`src/core/hlfr_pkg.sv`:
```
// Function
// RQ1: Host waits over 1.5 ms after power-up before any bus transfer; the bench host waits only 200 cycles (1 us).
// RQ2: Without setup writes the sensor runs from its reset defaults.
// RQ3: Sensitivity_select selects the full-scale sensitivity range.
// RQ4: Control operating_control bit 1 selects magnet polarity.
// RQ5: Control operating_control bit 3 selects slow or fast conversion.
// RQ6: Control operating_control bit 0 enters or leaves power-down.
// RQ7: Field code is offset binary: 0 negative, 511 zero, 1023 positive.
// RQ8: Reading offset 00h returns the low eight field code bits.
// RQ9: Offset 01h returns code bits 9:8, status flag and parity above.
// RQ10: Sensitivity codes 0..3 mean 50, 25, 12.5 and 18.7 mT.
// RQ11: Host should pick the smallest range above the magnet peak field.
// RQ12: Code equals field times 511 over sensitivity, plus 511.
// RQ13: Bus address is 56h with strap low, 57h with strap high.
// RQ14: Out-of-range fields clamp the code at 0 or 1023.
package hlfr_pkg;
    // Timing
    localparam int CLK_PERIOD_PS = 5000;
    localparam int PWRUP_WAIT_US = 1500;
    localparam int FAST_CONV_NS = 10000;
    localparam int SLOW_CONV_NS = 40000;
    localparam int FAST_CONV_CYC = (FAST_CONV_NS * 1000) / CLK_PERIOD_PS;
    localparam int SLOW_CONV_CYC = (SLOW_CONV_NS * 1000) / CLK_PERIOD_PS;
    localparam logic [4:0] DIV_STEPS = 5'h18;
    // Bus addresses
    localparam logic [6:0] ADDR_STRAP_LOW = 7'h56;
    localparam logic [6:0] ADDR_STRAP_HIGH = 7'h57;
    // Register offsets and resets
    localparam logic [7:0] OFS_FIELD_LOW = 8'h00;
    localparam logic [7:0] OFS_FIELD_HIGH = 8'h01;
    localparam logic [7:0] OFS_CTRL = 8'h02;
    localparam logic [7:0] OFS_SENS = 8'h0b;
    localparam logic [7:0] CTRL_RESET = 8'h00;
    localparam logic [7:0] SENS_RESET = 8'h00;
    localparam int HIGH_FLAG_BIT = 2;
    localparam int HIGH_PAR_BIT = 3;
    // Field code points
    localparam logic [9:0] CODE_MIN = 10'h000;
    localparam logic [9:0] CODE_MID = 10'h1ff;
    localparam logic [9:0] CODE_MAX = 10'h3ff;
    localparam logic [9:0] MAG_SAT = 10'h200;
    localparam logic [23:0] CODE_SCALE = 24'h0001ff;
    // Full scale in 0.1 mT units
    localparam logic [9:0] SENS_50MT = 10'h1f4;
    localparam logic [9:0] SENS_25MT = 10'h0fa;
    localparam logic [9:0] SENS_12P5MT = 10'h07d;
    localparam logic [9:0] SENS_18P7MT = 10'h0bb;

    typedef struct packed {
        logic [3:0] spare_hi;
        logic fast;
        logic spare_lo;
        logic polarity;
        logic power_down;
    } hlfr_ctrl_t;

    typedef struct packed {
        logic signed [15:0] field;
        logic [1:0] sens;
        logic polarity;
    } hlfr_conv_req_t;

    typedef enum logic [3:0] {
        ST_IDLE = 4'b0000,
        ST_ADDR = 4'b0001,
        ST_ADDR_ACK = 4'b0010,
        ST_PTR = 4'b0011,
        ST_PTR_ACK = 4'b0100,
        ST_WDATA = 4'b0101,
        ST_WDATA_ACK = 4'b0110,
        ST_RDATA = 4'b0111,
        ST_RDATA_ACK = 4'b1000
    } hlfr_state_t;

    function automatic logic [9:0] sens_divisor(input logic [1:0] code);
        case (code)
            2'h0: sens_divisor = SENS_50MT;
            2'h1: sens_divisor = SENS_25MT;
            2'h2: sens_divisor = SENS_12P5MT;
            default: sens_divisor = SENS_18P7MT;
        endcase
    endfunction
endpackage

```
`src/core/hlfr_top.sv`:
```
`timescale 1ns/1ps
module hlfr_top #(
    parameter int FAST_CYC = hlfr_pkg::FAST_CONV_CYC,
    parameter int SLOW_CYC = hlfr_pkg::SLOW_CONV_CYC
) (
    // Clock and reset
    input wire logic i_mclk,
    input wire logic i_srst,
    // Two-wire bus
    input wire logic i_scl,
    input wire logic i_sda,
    output logic o_sda_out,
    output logic o_sda_oe,
    // Strap
    input wire logic i_address_jumper,
    // Field front end, 0.1 mT units
    input wire logic signed [15:0] i_field,
    // Status
    output logic [9:0] o_field_code,
    output logic o_power_down
);
    import hlfr_pkg::*;

    hlfr_state_t state_reg, state_next;
    logic [3:0] bit_cnt_reg, bit_cnt_next;
    logic [7:0] shift_reg, shift_next;
    logic [7:0] ptr_reg, ptr_next;
    logic rw_reg, rw_next;
    logic ack_reg, ack_next;
    logic oe_next;
    logic wr_en;
    logic rd_fetch;
    logic scl_q_reg, sda_q_reg;
    logic [6:0] own_addr_reg;
    hlfr_ctrl_t ctrl_reg;
    logic [7:0] sens_reg;
    logic [9:0] code_reg;
    logic flag_reg;
    logic [15:0] period_cnt_reg;
    logic conv_start_reg;
    logic conv_done;
    logic [9:0] conv_code;

    // Bus edge and condition detect
    wire logic scl_rise = i_scl & ~scl_q_reg;
    wire logic scl_fall = ~i_scl & scl_q_reg;
    wire logic start_det = scl_q_reg & i_scl & sda_q_reg & ~i_sda;
    wire logic stop_det = scl_q_reg & i_scl & ~sda_q_reg & i_sda;
    wire logic byte_done = scl_fall && bit_cnt_reg == 4'h8;
    wire logic addr_hit = shift_reg[7:1] == own_addr_reg; // RQ13

    // Register read mux
    wire logic [7:0] high_byte = {4'h0, ^code_reg, flag_reg, code_reg[9:8]}; // RQ9
    wire logic [7:0] rd_byte = (ptr_reg == OFS_FIELD_LOW) ? code_reg[7:0] : // RQ8
        (ptr_reg == OFS_FIELD_HIGH) ? high_byte :
        (ptr_reg == OFS_CTRL) ? ctrl_reg :
        (ptr_reg == OFS_SENS) ? sens_reg : 8'h00;
    wire logic flag_clr = rd_fetch && ptr_reg == OFS_FIELD_HIGH;

    // Conversion request
    wire logic [15:0] period_load = ctrl_reg.fast ? 16'(FAST_CYC - 1) : 16'(SLOW_CYC - 1); // RQ5
    wire logic conv_start_next = period_cnt_reg == 16'h0000 && !ctrl_reg.power_down; // RQ6
    hlfr_conv_req_t conv_req;
    assign conv_req = '{field: i_field, sens: sens_reg[1:0], polarity: ctrl_reg.polarity};

    always_comb begin
        state_next = state_reg;
        bit_cnt_next = bit_cnt_reg;
        shift_next = shift_reg;
        ptr_next = ptr_reg;
        rw_next = rw_reg;
        ack_next = ack_reg;
        oe_next = o_sda_oe;
        wr_en = 1'b0;
        rd_fetch = 1'b0;
        if (stop_det) begin
            state_next = ST_IDLE;
            oe_next = 1'b0;
        end else if (start_det) begin
            state_next = ST_ADDR;
            bit_cnt_next = 4'h0;
            oe_next = 1'b0;
        end else begin
            case (state_reg)
                ST_ADDR, ST_PTR, ST_WDATA: begin
                    if (scl_rise) begin
                        shift_next = {shift_reg[6:0], i_sda};
                        bit_cnt_next = bit_cnt_reg + 4'h1;
                    end else if (byte_done) begin
                        oe_next = 1'b1;
                        if (state_reg == ST_ADDR) begin
                            rw_next = shift_reg[0];
                            state_next = addr_hit ? ST_ADDR_ACK : ST_IDLE; // RQ13
                            oe_next = addr_hit;
                        end else if (state_reg == ST_PTR) begin
                            ptr_next = shift_reg;
                            state_next = ST_PTR_ACK;
                        end else begin
                            wr_en = 1'b1;
                            state_next = ST_WDATA_ACK;
                        end
                    end
                end
                ST_ADDR_ACK, ST_PTR_ACK, ST_WDATA_ACK: begin
                    if (scl_fall) begin
                        bit_cnt_next = 4'h0;
                        oe_next = 1'b0;
                        if (state_reg == ST_WDATA_ACK) begin
                            ptr_next = ptr_reg + 8'h01;
                        end
                        if (state_reg == ST_ADDR_ACK && rw_reg) begin
                            shift_next = rd_byte;
                            oe_next = ~rd_byte[7];
                            rd_fetch = 1'b1;
                            state_next = ST_RDATA;
                        end else begin
                            state_next = (state_reg == ST_ADDR_ACK) ? ST_PTR : ST_WDATA;
                        end
                    end
                end
                ST_RDATA: begin
                    if (scl_fall && bit_cnt_reg == 4'h7) begin
                        oe_next = 1'b0;
                        ptr_next = ptr_reg + 8'h01;
                        state_next = ST_RDATA_ACK;
                    end else if (scl_fall) begin
                        shift_next = {shift_reg[6:0], 1'b0};
                        oe_next = ~shift_reg[6];
                        bit_cnt_next = bit_cnt_reg + 4'h1;
                    end
                end
                ST_RDATA_ACK: begin
                    if (scl_rise) begin
                        ack_next = ~i_sda;
                    end else if (scl_fall && ack_reg) begin
                        shift_next = rd_byte;
                        oe_next = ~rd_byte[7];
                        bit_cnt_next = 4'h0;
                        rd_fetch = 1'b1;
                        state_next = ST_RDATA;
                    end else if (scl_fall) begin
                        state_next = ST_IDLE;
                    end
                end
                default: state_next = ST_IDLE;
            endcase
        end
    end

    always_ff @(posedge i_mclk) begin
        if (i_srst) begin
            state_reg <= ST_IDLE;
            bit_cnt_reg <= 4'h0;
            shift_reg <= 8'h00;
            ptr_reg <= 8'h00;
            rw_reg <= 1'b0;
            ack_reg <= 1'b0;
            o_sda_oe <= 1'b0;
            scl_q_reg <= 1'b1;
            sda_q_reg <= 1'b1;
        end else begin
            state_reg <= state_next;
            bit_cnt_reg <= bit_cnt_next;
            shift_reg <= shift_next;
            ptr_reg <= ptr_next;
            rw_reg <= rw_next;
            ack_reg <= ack_next;
            o_sda_oe <= oe_next;
            scl_q_reg <= i_scl;
            sda_q_reg <= i_sda;
        end
    end

    always_ff @(posedge i_mclk) begin
        if (i_srst) begin
            own_addr_reg <= i_address_jumper ? ADDR_STRAP_HIGH : ADDR_STRAP_LOW; // RQ13
            ctrl_reg <= CTRL_RESET; // RQ2
            sens_reg <= SENS_RESET; // RQ2
            o_sda_out <= 1'b0;
        end else if (wr_en && ptr_reg == OFS_CTRL) begin
            ctrl_reg <= shift_reg; // RQ4 RQ5 RQ6
        end else if (wr_en && ptr_reg == OFS_SENS) begin
            sens_reg <= shift_reg; // RQ3
        end
    end

    always_ff @(posedge i_mclk) begin
        if (i_srst) begin
            period_cnt_reg <= 16'h0000;
            conv_start_reg <= 1'b0;
            code_reg <= CODE_MID;
            flag_reg <= 1'b0;
            o_power_down <= 1'b0;
        end else begin
            period_cnt_reg <= (period_cnt_reg == 16'h0000) ? period_load :
                period_cnt_reg - 16'h0001;
            conv_start_reg <= conv_start_next; // RQ6
            o_power_down <= ctrl_reg.power_down; // RQ6
            if (conv_done) begin
                code_reg <= conv_code; // RQ7
            end
            flag_reg <= conv_done | (flag_reg & ~flag_clr);
        end
    end

    assign o_field_code = code_reg;

    hlfr_conv u_conv (
        .i_mclk(i_mclk),
        .i_srst(i_srst),
        .i_start(conv_start_reg),
        .i_req(conv_req),
        .o_done(conv_done),
        .o_code(conv_code)
    );
endmodule

```
`src/core/hlfr_conv.sv`:
```
`timescale 1ns/1ps
module hlfr_conv (
    // Clock and reset
    input wire logic i_mclk,
    input wire logic i_srst,
    // Request
    input wire logic i_start,
    input hlfr_pkg::hlfr_conv_req_t i_req,
    // Result
    output logic o_done,
    output logic [9:0] o_code
);
    import hlfr_pkg::*;

    logic busy_reg;
    logic neg_reg;
    logic [4:0] step_reg;
    logic [23:0] dvd_reg;
    logic [10:0] rem_reg;
    logic [9:0] div_reg;

    wire logic field_neg = i_req.field[15];
    wire logic [15:0] field_mag = field_neg ? 16'(-i_req.field) : 16'(i_req.field);
    wire logic [23:0] product = 24'(field_mag) * CODE_SCALE; // RQ12
    wire logic [10:0] rem_shift = {rem_reg[9:0], dvd_reg[23]};
    wire logic fits = rem_shift >= {1'b0, div_reg};
    wire logic [9:0] mag = (|dvd_reg[23:9]) ? MAG_SAT : {1'b0, dvd_reg[8:0]}; // RQ14
    wire logic [9:0] neg_code = (mag >= CODE_MID) ? CODE_MIN : CODE_MID - mag; // RQ14
    wire logic [9:0] code_calc = neg_reg ? neg_code : CODE_MID + mag; // RQ7

    always_ff @(posedge i_mclk) begin
        if (i_srst) begin
            busy_reg <= 1'b0;
            neg_reg <= 1'b0;
            step_reg <= 5'h00;
            dvd_reg <= 24'h000000;
            rem_reg <= 11'h000;
            div_reg <= SENS_50MT;
            o_done <= 1'b0;
            o_code <= CODE_MID;
        end else begin
            o_done <= 1'b0;
            if (!busy_reg && i_start) begin
                busy_reg <= 1'b1;
                step_reg <= 5'h00;
                dvd_reg <= product;
                rem_reg <= 11'h000;
                div_reg <= sens_divisor(i_req.sens); // RQ10
                neg_reg <= field_neg ^ i_req.polarity; // RQ4
            end else if (busy_reg && step_reg == DIV_STEPS) begin
                busy_reg <= 1'b0;
                o_done <= 1'b1;
                o_code <= code_calc;
            end else if (busy_reg) begin
                step_reg <= step_reg + 5'h01;
                rem_reg <= fits ? rem_shift - {1'b0, div_reg} : rem_shift;
                dvd_reg <= {dvd_reg[22:0], fits};
            end
        end
    end
endmodule

```
`config.mk`:
```
export PLATFORM = sky130hd
export DESIGN_NAME = hlfr_top
export DESIGN_NICKNAME = d
export VERILOG_FILES = /design/src/core/hlfr_pkg.sv /design/src/core/hlfr_top.sv /design/src/core/hlfr_conv.sv
export SDC_FILE = /design/constraint.sdc
export NUM_CORES = 1
export LEC_CHECK = 0
export ABC_AREA = 1
export BUFFER_PORTS_ARGS = -buffer_cell sky130_fd_sc_hd__buf_2
export CORE_MARGIN = 3
export CORE_UTILIZATION = 45
export CTS_CLUSTER_DIAMETER = 100
export DETAILED_ROUTE_END_ITERATION = 10
export MAX_ROUTING_LAYER = met4
export PLACE_DENSITY_LB_ADDON = 0.12
export SETUP_SLACK_MARGIN = 0.3
export SYNTH_ARGS = -nofsm -noshare
export SYNTH_HDL_FRONTEND = slang
export SYNTH_SLANG_ARGS = --single-unit
```
`constraint.sdc`:
```
create_clock -name i_mclk -period 13 [get_ports i_mclk]
set_input_delay 0 -clock i_mclk [delete_from_list [all_inputs] [get_ports i_mclk]]
set_output_delay 0 -clock i_mclk [all_outputs]
set_load 0.02 [all_outputs]
```
After elaboration in Yosys (flattened, before gate mapping):

Cells that the tools add are included.
Widths: inputs -> output; s select.

* reduce and logical (&&, ||, !) cells: 39
* muxes and demuxes: 80
* equal/unequal tests: 43
* add/sub/neg operators: 8
* bitwise logic cells: 23
* magnitude comparators: 2
* multiply operators: 1

Operators with widths (count)
* $mux 8: 18
* $mux 24: 3
* $mux 4: 13
* $mux 10: 4
* $ne 3x3->1 const B: 11
* $mux 16: 2
* $pmux 4 s4: 2
* $pmux 8 s4: 1
* $mux 1: 27
* $pmux 9 s3: 1
* $ne 2x2->1 const B: 13
* $mul 16x9->24 const B: 1
* $pmux 8 s3: 1
* $eq 4x3->1 const B: 5
* $reduce_and 10->1: 2
* $reduce_and 6->1: 3
* $logic_not 16->1: 1
* $neg 16->16: 1
* $sub 16x1->16 const B: 1
* $reduce_or 15->1: 1
* $mux 13: 1
* $not 1->1: 13
* $ge 11x10->1: 1
* $add 9x10->10 const A: 1
* other kinds (40): 69

* flip-flop bits (word level): 143
* output and inout bits: 13
* logic and storage cells: 226
* bits of input ports: 21

Logic depth before layout (Yosys ltp):

* word-level depth: 12
* depth in mapped cells: 31
* gate-level depth less buffers: 31

Modules after synthesis:

Synthesis repeated with hierarchy kept, for this count alone.

* cell total of the unflattened synthesis: 1580
* area total of the unflattened synthesis: 11045.6 µm²

By module, submodules not included
* hlfr_conv: area an instance 6894.1 µm², cells an instance 992, times used 1, seq. area each 1181.1 µm²
* hlfr_top: area an instance 4151.5 µm², cells an instance 588, times used 1, seq. area each 1511.4 µm²

Least setup slack after synthesis:

No wires, ideal clock.

* path kind: input to register
* start point: input port i_field[4]
* end point: register u_conv.dvd_reg[23]
* arrival: 4638 ps
* cell stages on the path: 27
* path buffers: 0
* slack: 8250 ps
* library setup time: 112 ps
* data required time: 12888 ps
* path through: inv_1 > nand2_1 > nor2_1 > nand4_1 > o21ai_0 > nand2_1 > xnor2_1 > inv_1 > fa_1 > inv_1 > fa_1 > inv_1 > fa_1 > inv_1 > fa_1 > inv_1 > ha_1 > a21oi_1 > o21ai_0 > inv_1 > nand2_1 > nand2_1 > nand3_1 > nand2_1 > nand3_1 > nand2_1 > nand2_1

* word-level cells in the longest chain between the ends: 4

Ends and longest elaborated chain
* start: declaration: line hlfr_top.sv:17 `input wire logic signed [15:0] i_field,`
* $neg 16->16: line hlfr_conv.sv:23 `wire logic [15:0] field_mag = field_neg ? 16'(-i_req.field) : 16'(i_req.field);`
* $mux 16 (*): line hlfr_conv.sv:23
* $mul 16x9->24 (*): line hlfr_conv.sv:24 `wire logic [23:0] product = 24'(field_mag) * CODE_SCALE;`
* $mux 24 (*): line hlfr_conv.sv:43 `if (!busy_reg && i_start) begin`
* end signal: assignment: line hlfr_conv.sv:46 `dvd_reg <= product;`
* end signal: assignment: line hlfr_conv.sv:57 `dvd_reg <= {dvd_reg[22:0], fits};`
* end: declaration: line hlfr_conv.sv:18 `logic [23:0] dvd_reg;`

Mark *: on every way between the ends. The rest lies on a longest branch, timed or not.
A chain may end at the register's enable or synchronous reset.

Final worst setup path:

* start point: input port i_field[4]
* end point: register u_conv.dvd_reg[18]

Same word-level chain as after synthesis.

==> results.md <==
- Final Max Slew Viols: 0
- Max-Cap Viols: 0
- Sum of negative setup slack: 0 ns
- Comb pwr share: 69.6%
- Highest Clock Rate: slightly below 200 MHz
- Gr ovfl total: 0
- Register-to-Register Path Depth: 10
- Post-synthesis cell area: 10900 um^2
- CP Class: in2reg
- Metal3 WL: 820 um
- Antenna Nets Post-Route: 0
- CP max stage cell: fa_1
- IO Pins: 34
- Syn Nets: 1702
- DIE HEIGHT: roughly 160 um
- P&R area growth vs syn: 10.2%
- Clock Latency Late Sink: 0.42 ns
- Max VDD drop: 0.000311 V
- Largest net degree at the start of global routing: 58
- CP arrival: around 5.5 ns
- Pleak: 5.72 nW
- RSZ-0062 raised after global routing: no
- Synth async-reset ratio: 0%
- Post-synth EDFFs: 1
- Post-Synthesis Cells: 1553
- Via-to-Cell Ratio: 5.06
- Syn. warnings: 0
- Root buffer cell: clkbuf_16
- Filler cell count in the final layout: around 2.4k
- Std-Cell Rows: 56
- Top Metal Used: met4
- Tcrit/Tclk final: 39.7%
- Seq pwr share: 14.8%
- Worst Hold Depth: 3
- Post-route worst setup slack: approximately 7.8 ns
- Worst Tran Pin Value: 0.868 ns
- Int Pwr: 0.00164 W
- Ant. Diodes: 0
- Synth top area cells: dfxtp_1 (24%), fa_1 (12%), nand2_1 (11%), inv_1 (9.6%), ha_1 (7.1%)
- Clock network power share: roughly 16%
- Wire length per cell: 13.8 um
- Final hold slack: 0.0654 ns
- Die area: 26100 um^2
- Worst setup SP type: primary input
- Pwr dens: between 200 and 300 nW/um^2
- M1 WL: 13.0 mm
- Final Skew: roughly 0.013 ns
- Commonest non-fill, non-tap cell in the layout: nand2_1
- Placed cell area: 11300 um^2
- CP startpoint: i_field[4]
- # DRC: 0
- Initial Utilization: 46.2%
- Reg2reg start: u_conv.step_reg[0]
- Post-Place Worst Slack: 7.46 ns
- CTS tree: yes
- CP max stage delay: 0.55 ns
- Longest Clk Path Bufs: 2
- Clk pin slew, worst setup/hold paths: 0.06 ns
- Post-Route WL: 26.4 mm
- Area of the core: 23600 um^2
- Post-synth top area cell: dfxtp_1
- Most frequent cells in the layout: nand2_1 (325), inv_1 (279), dfxtp_1 (133)
- Sw frac: 52.0%
- Ratio of cells with drive above 1 in the final layout: roughly 8%
- Sequential fraction of the synthesis area: 24.7%
- GPL Wtd Cong: 0.906
- Top FF cell, synth: dfxtp_1
- Reg2reg end: u_conv.rem_reg[7]
- Port Buffers: 32
- Yosys top cell area share: 24.4%
- P_sw: about 0.0018 W
- # clock sinks: 134
- Post-synthesis cell type count: 54
- Crit. End Element: flop
- Met2 WL: 12.1 mm
- Cell mode on critical path: nand2_1
- Crit path required time: 13.31 ns
- Final count of negative-setup-slack endpoints: 0
- HPWL Detailed: 20.6 mm
- Vias: 9661
- NumNets Final: 1727
- Min cycle time layout: slightly above 5 ns
- Max reg flops: 24
- Status: complete, no violations
- Vias in the first global route: 9646
- Worst Setup EP: u_conv.dvd_reg[18]
- Max FO, Critical Path: 5
- Avg Inst Size Synth: 7.02 um^2
- Worst Hold Class: in2reg
- Num CTS Buffers: 17
- Global-route usage over all layers: between 20% and 30%
- H-tree levels: 4
- R2R setup slack: 9.66 ns
- Starting DRT DRC Count: 616
- DIE WIDTH: 162 um
- Yosys reg bits: 134
- Post-route design area: 12000 um^2
- Fin. Hold Viols: 0
- Relative max-transition margin: 41.9%
- Post-CTS Setup Bufs: 0
- Drt first pass iters: 5
- First-pass GRT wire length: 46.2 mm
- Initial antenna violation count: 0
[power groups by stage]
stage,logic (W),clock network [W],registers [W]
2_1_floorplan,0.00187,0,0.000502
3_3_place_gp,0.00236,0,0.000515
3_5_place_dp,0.00237,0,0.000514
4_1_cts,0.00239,0.000542,0.000506
5_1_grt,0.00281,0.000558,0.000515
6_report,0.00238,0.000531,0.000507
[what timing repair did]
action	4_1_cts	5_1_grt
resized for setup	0	0
endpoints found under the hold margin	4	0
hold buffers	3	0
[routing by layer]
metal,vias up,global-route usage [%]
met4,0,5.62
met1,4488,29.2
li1,4999,-
met2,143,35.4
met5,-,-
met3,31,2.91
[critical path: cells and delay by family]
kind | cells | cell delay [ns]
fa+ha+maj | 5 | 2.42
buf+inv | 7 | 0.64
simple gates | 13 | 1.63
compound gates | 3 | 0.58
xor+xnor | 1 | 0.21
[worst min-delay path by stage]
stage / startpoint / endpoint
2_1_floorplan: i_scl / scl_q_reg
3_3_place_gp: i_address_jumper / own_addr_reg[0]
3_5_place_dp: i_address_jumper / own_addr_reg[0]
4_1_cts: i_field[15] / u_conv.neg_reg
5_1_grt: i_field[15] / u_conv.neg_reg
6_report: i_field[15] / u_conv.neg_reg
[synthesized netlist by cell type (all sizes together) (2+ instances only)]
library cell    n
a211oi          7
a21boi          2
a21o            4
a21oi         121
a22oi           3
a31oi           5
buf            14
clkbuf         19
clkinv          2
dfxtp         133
fa             66
ha             62
inv           290
nand2         331
nand3          96
nand3b          6
nand4          26
nor2          130
nor3           25
nor3b           3
nor4            2
o2111ai         4
o211ai          9
o21ai         116
o21bai          5
o22ai           6
o31ai           2
or2             6
xnor2          15
xor2           37
[per-stage QoR]
step | util (%) | power, W | cells
after floorplan | - | 0.00237 | 1553
after global placement | 48.0 | 0.00287 | 1875
after detailed placement | 48.0 | 0.00288 | 1875
after CTS | 50.9 | 0.00344 | 1910
after global routing | 50.9 | 0.00389 | 1910
final | 50.9 | 0.00342 | 1910
[area by class of cell]
type                            instances  area (um^2)  area share, %
Sequential cell                       134         2690           22.4
Tap cell                              319          399           3.32
Inverter                              292         1100           9.12
Multi-Input combinational cell       1094         6960           57.9
Clock inverter                         13          194           1.61
Timing Repair Buffer                   39          220           1.83
Clock buffer                           19          453           3.77
[kinds of logic after synthesis]
kind of cell	Yosys count	synth area share, %
xor+xnor	52	4.45
buf+inv	325	11.5
fa+ha+maj	128	19.2
other cells	1	0.0344
simple gates	627	25.4
compound gates	286	14.7
flops	134	24.7
(Power assumes the default switching activity.)
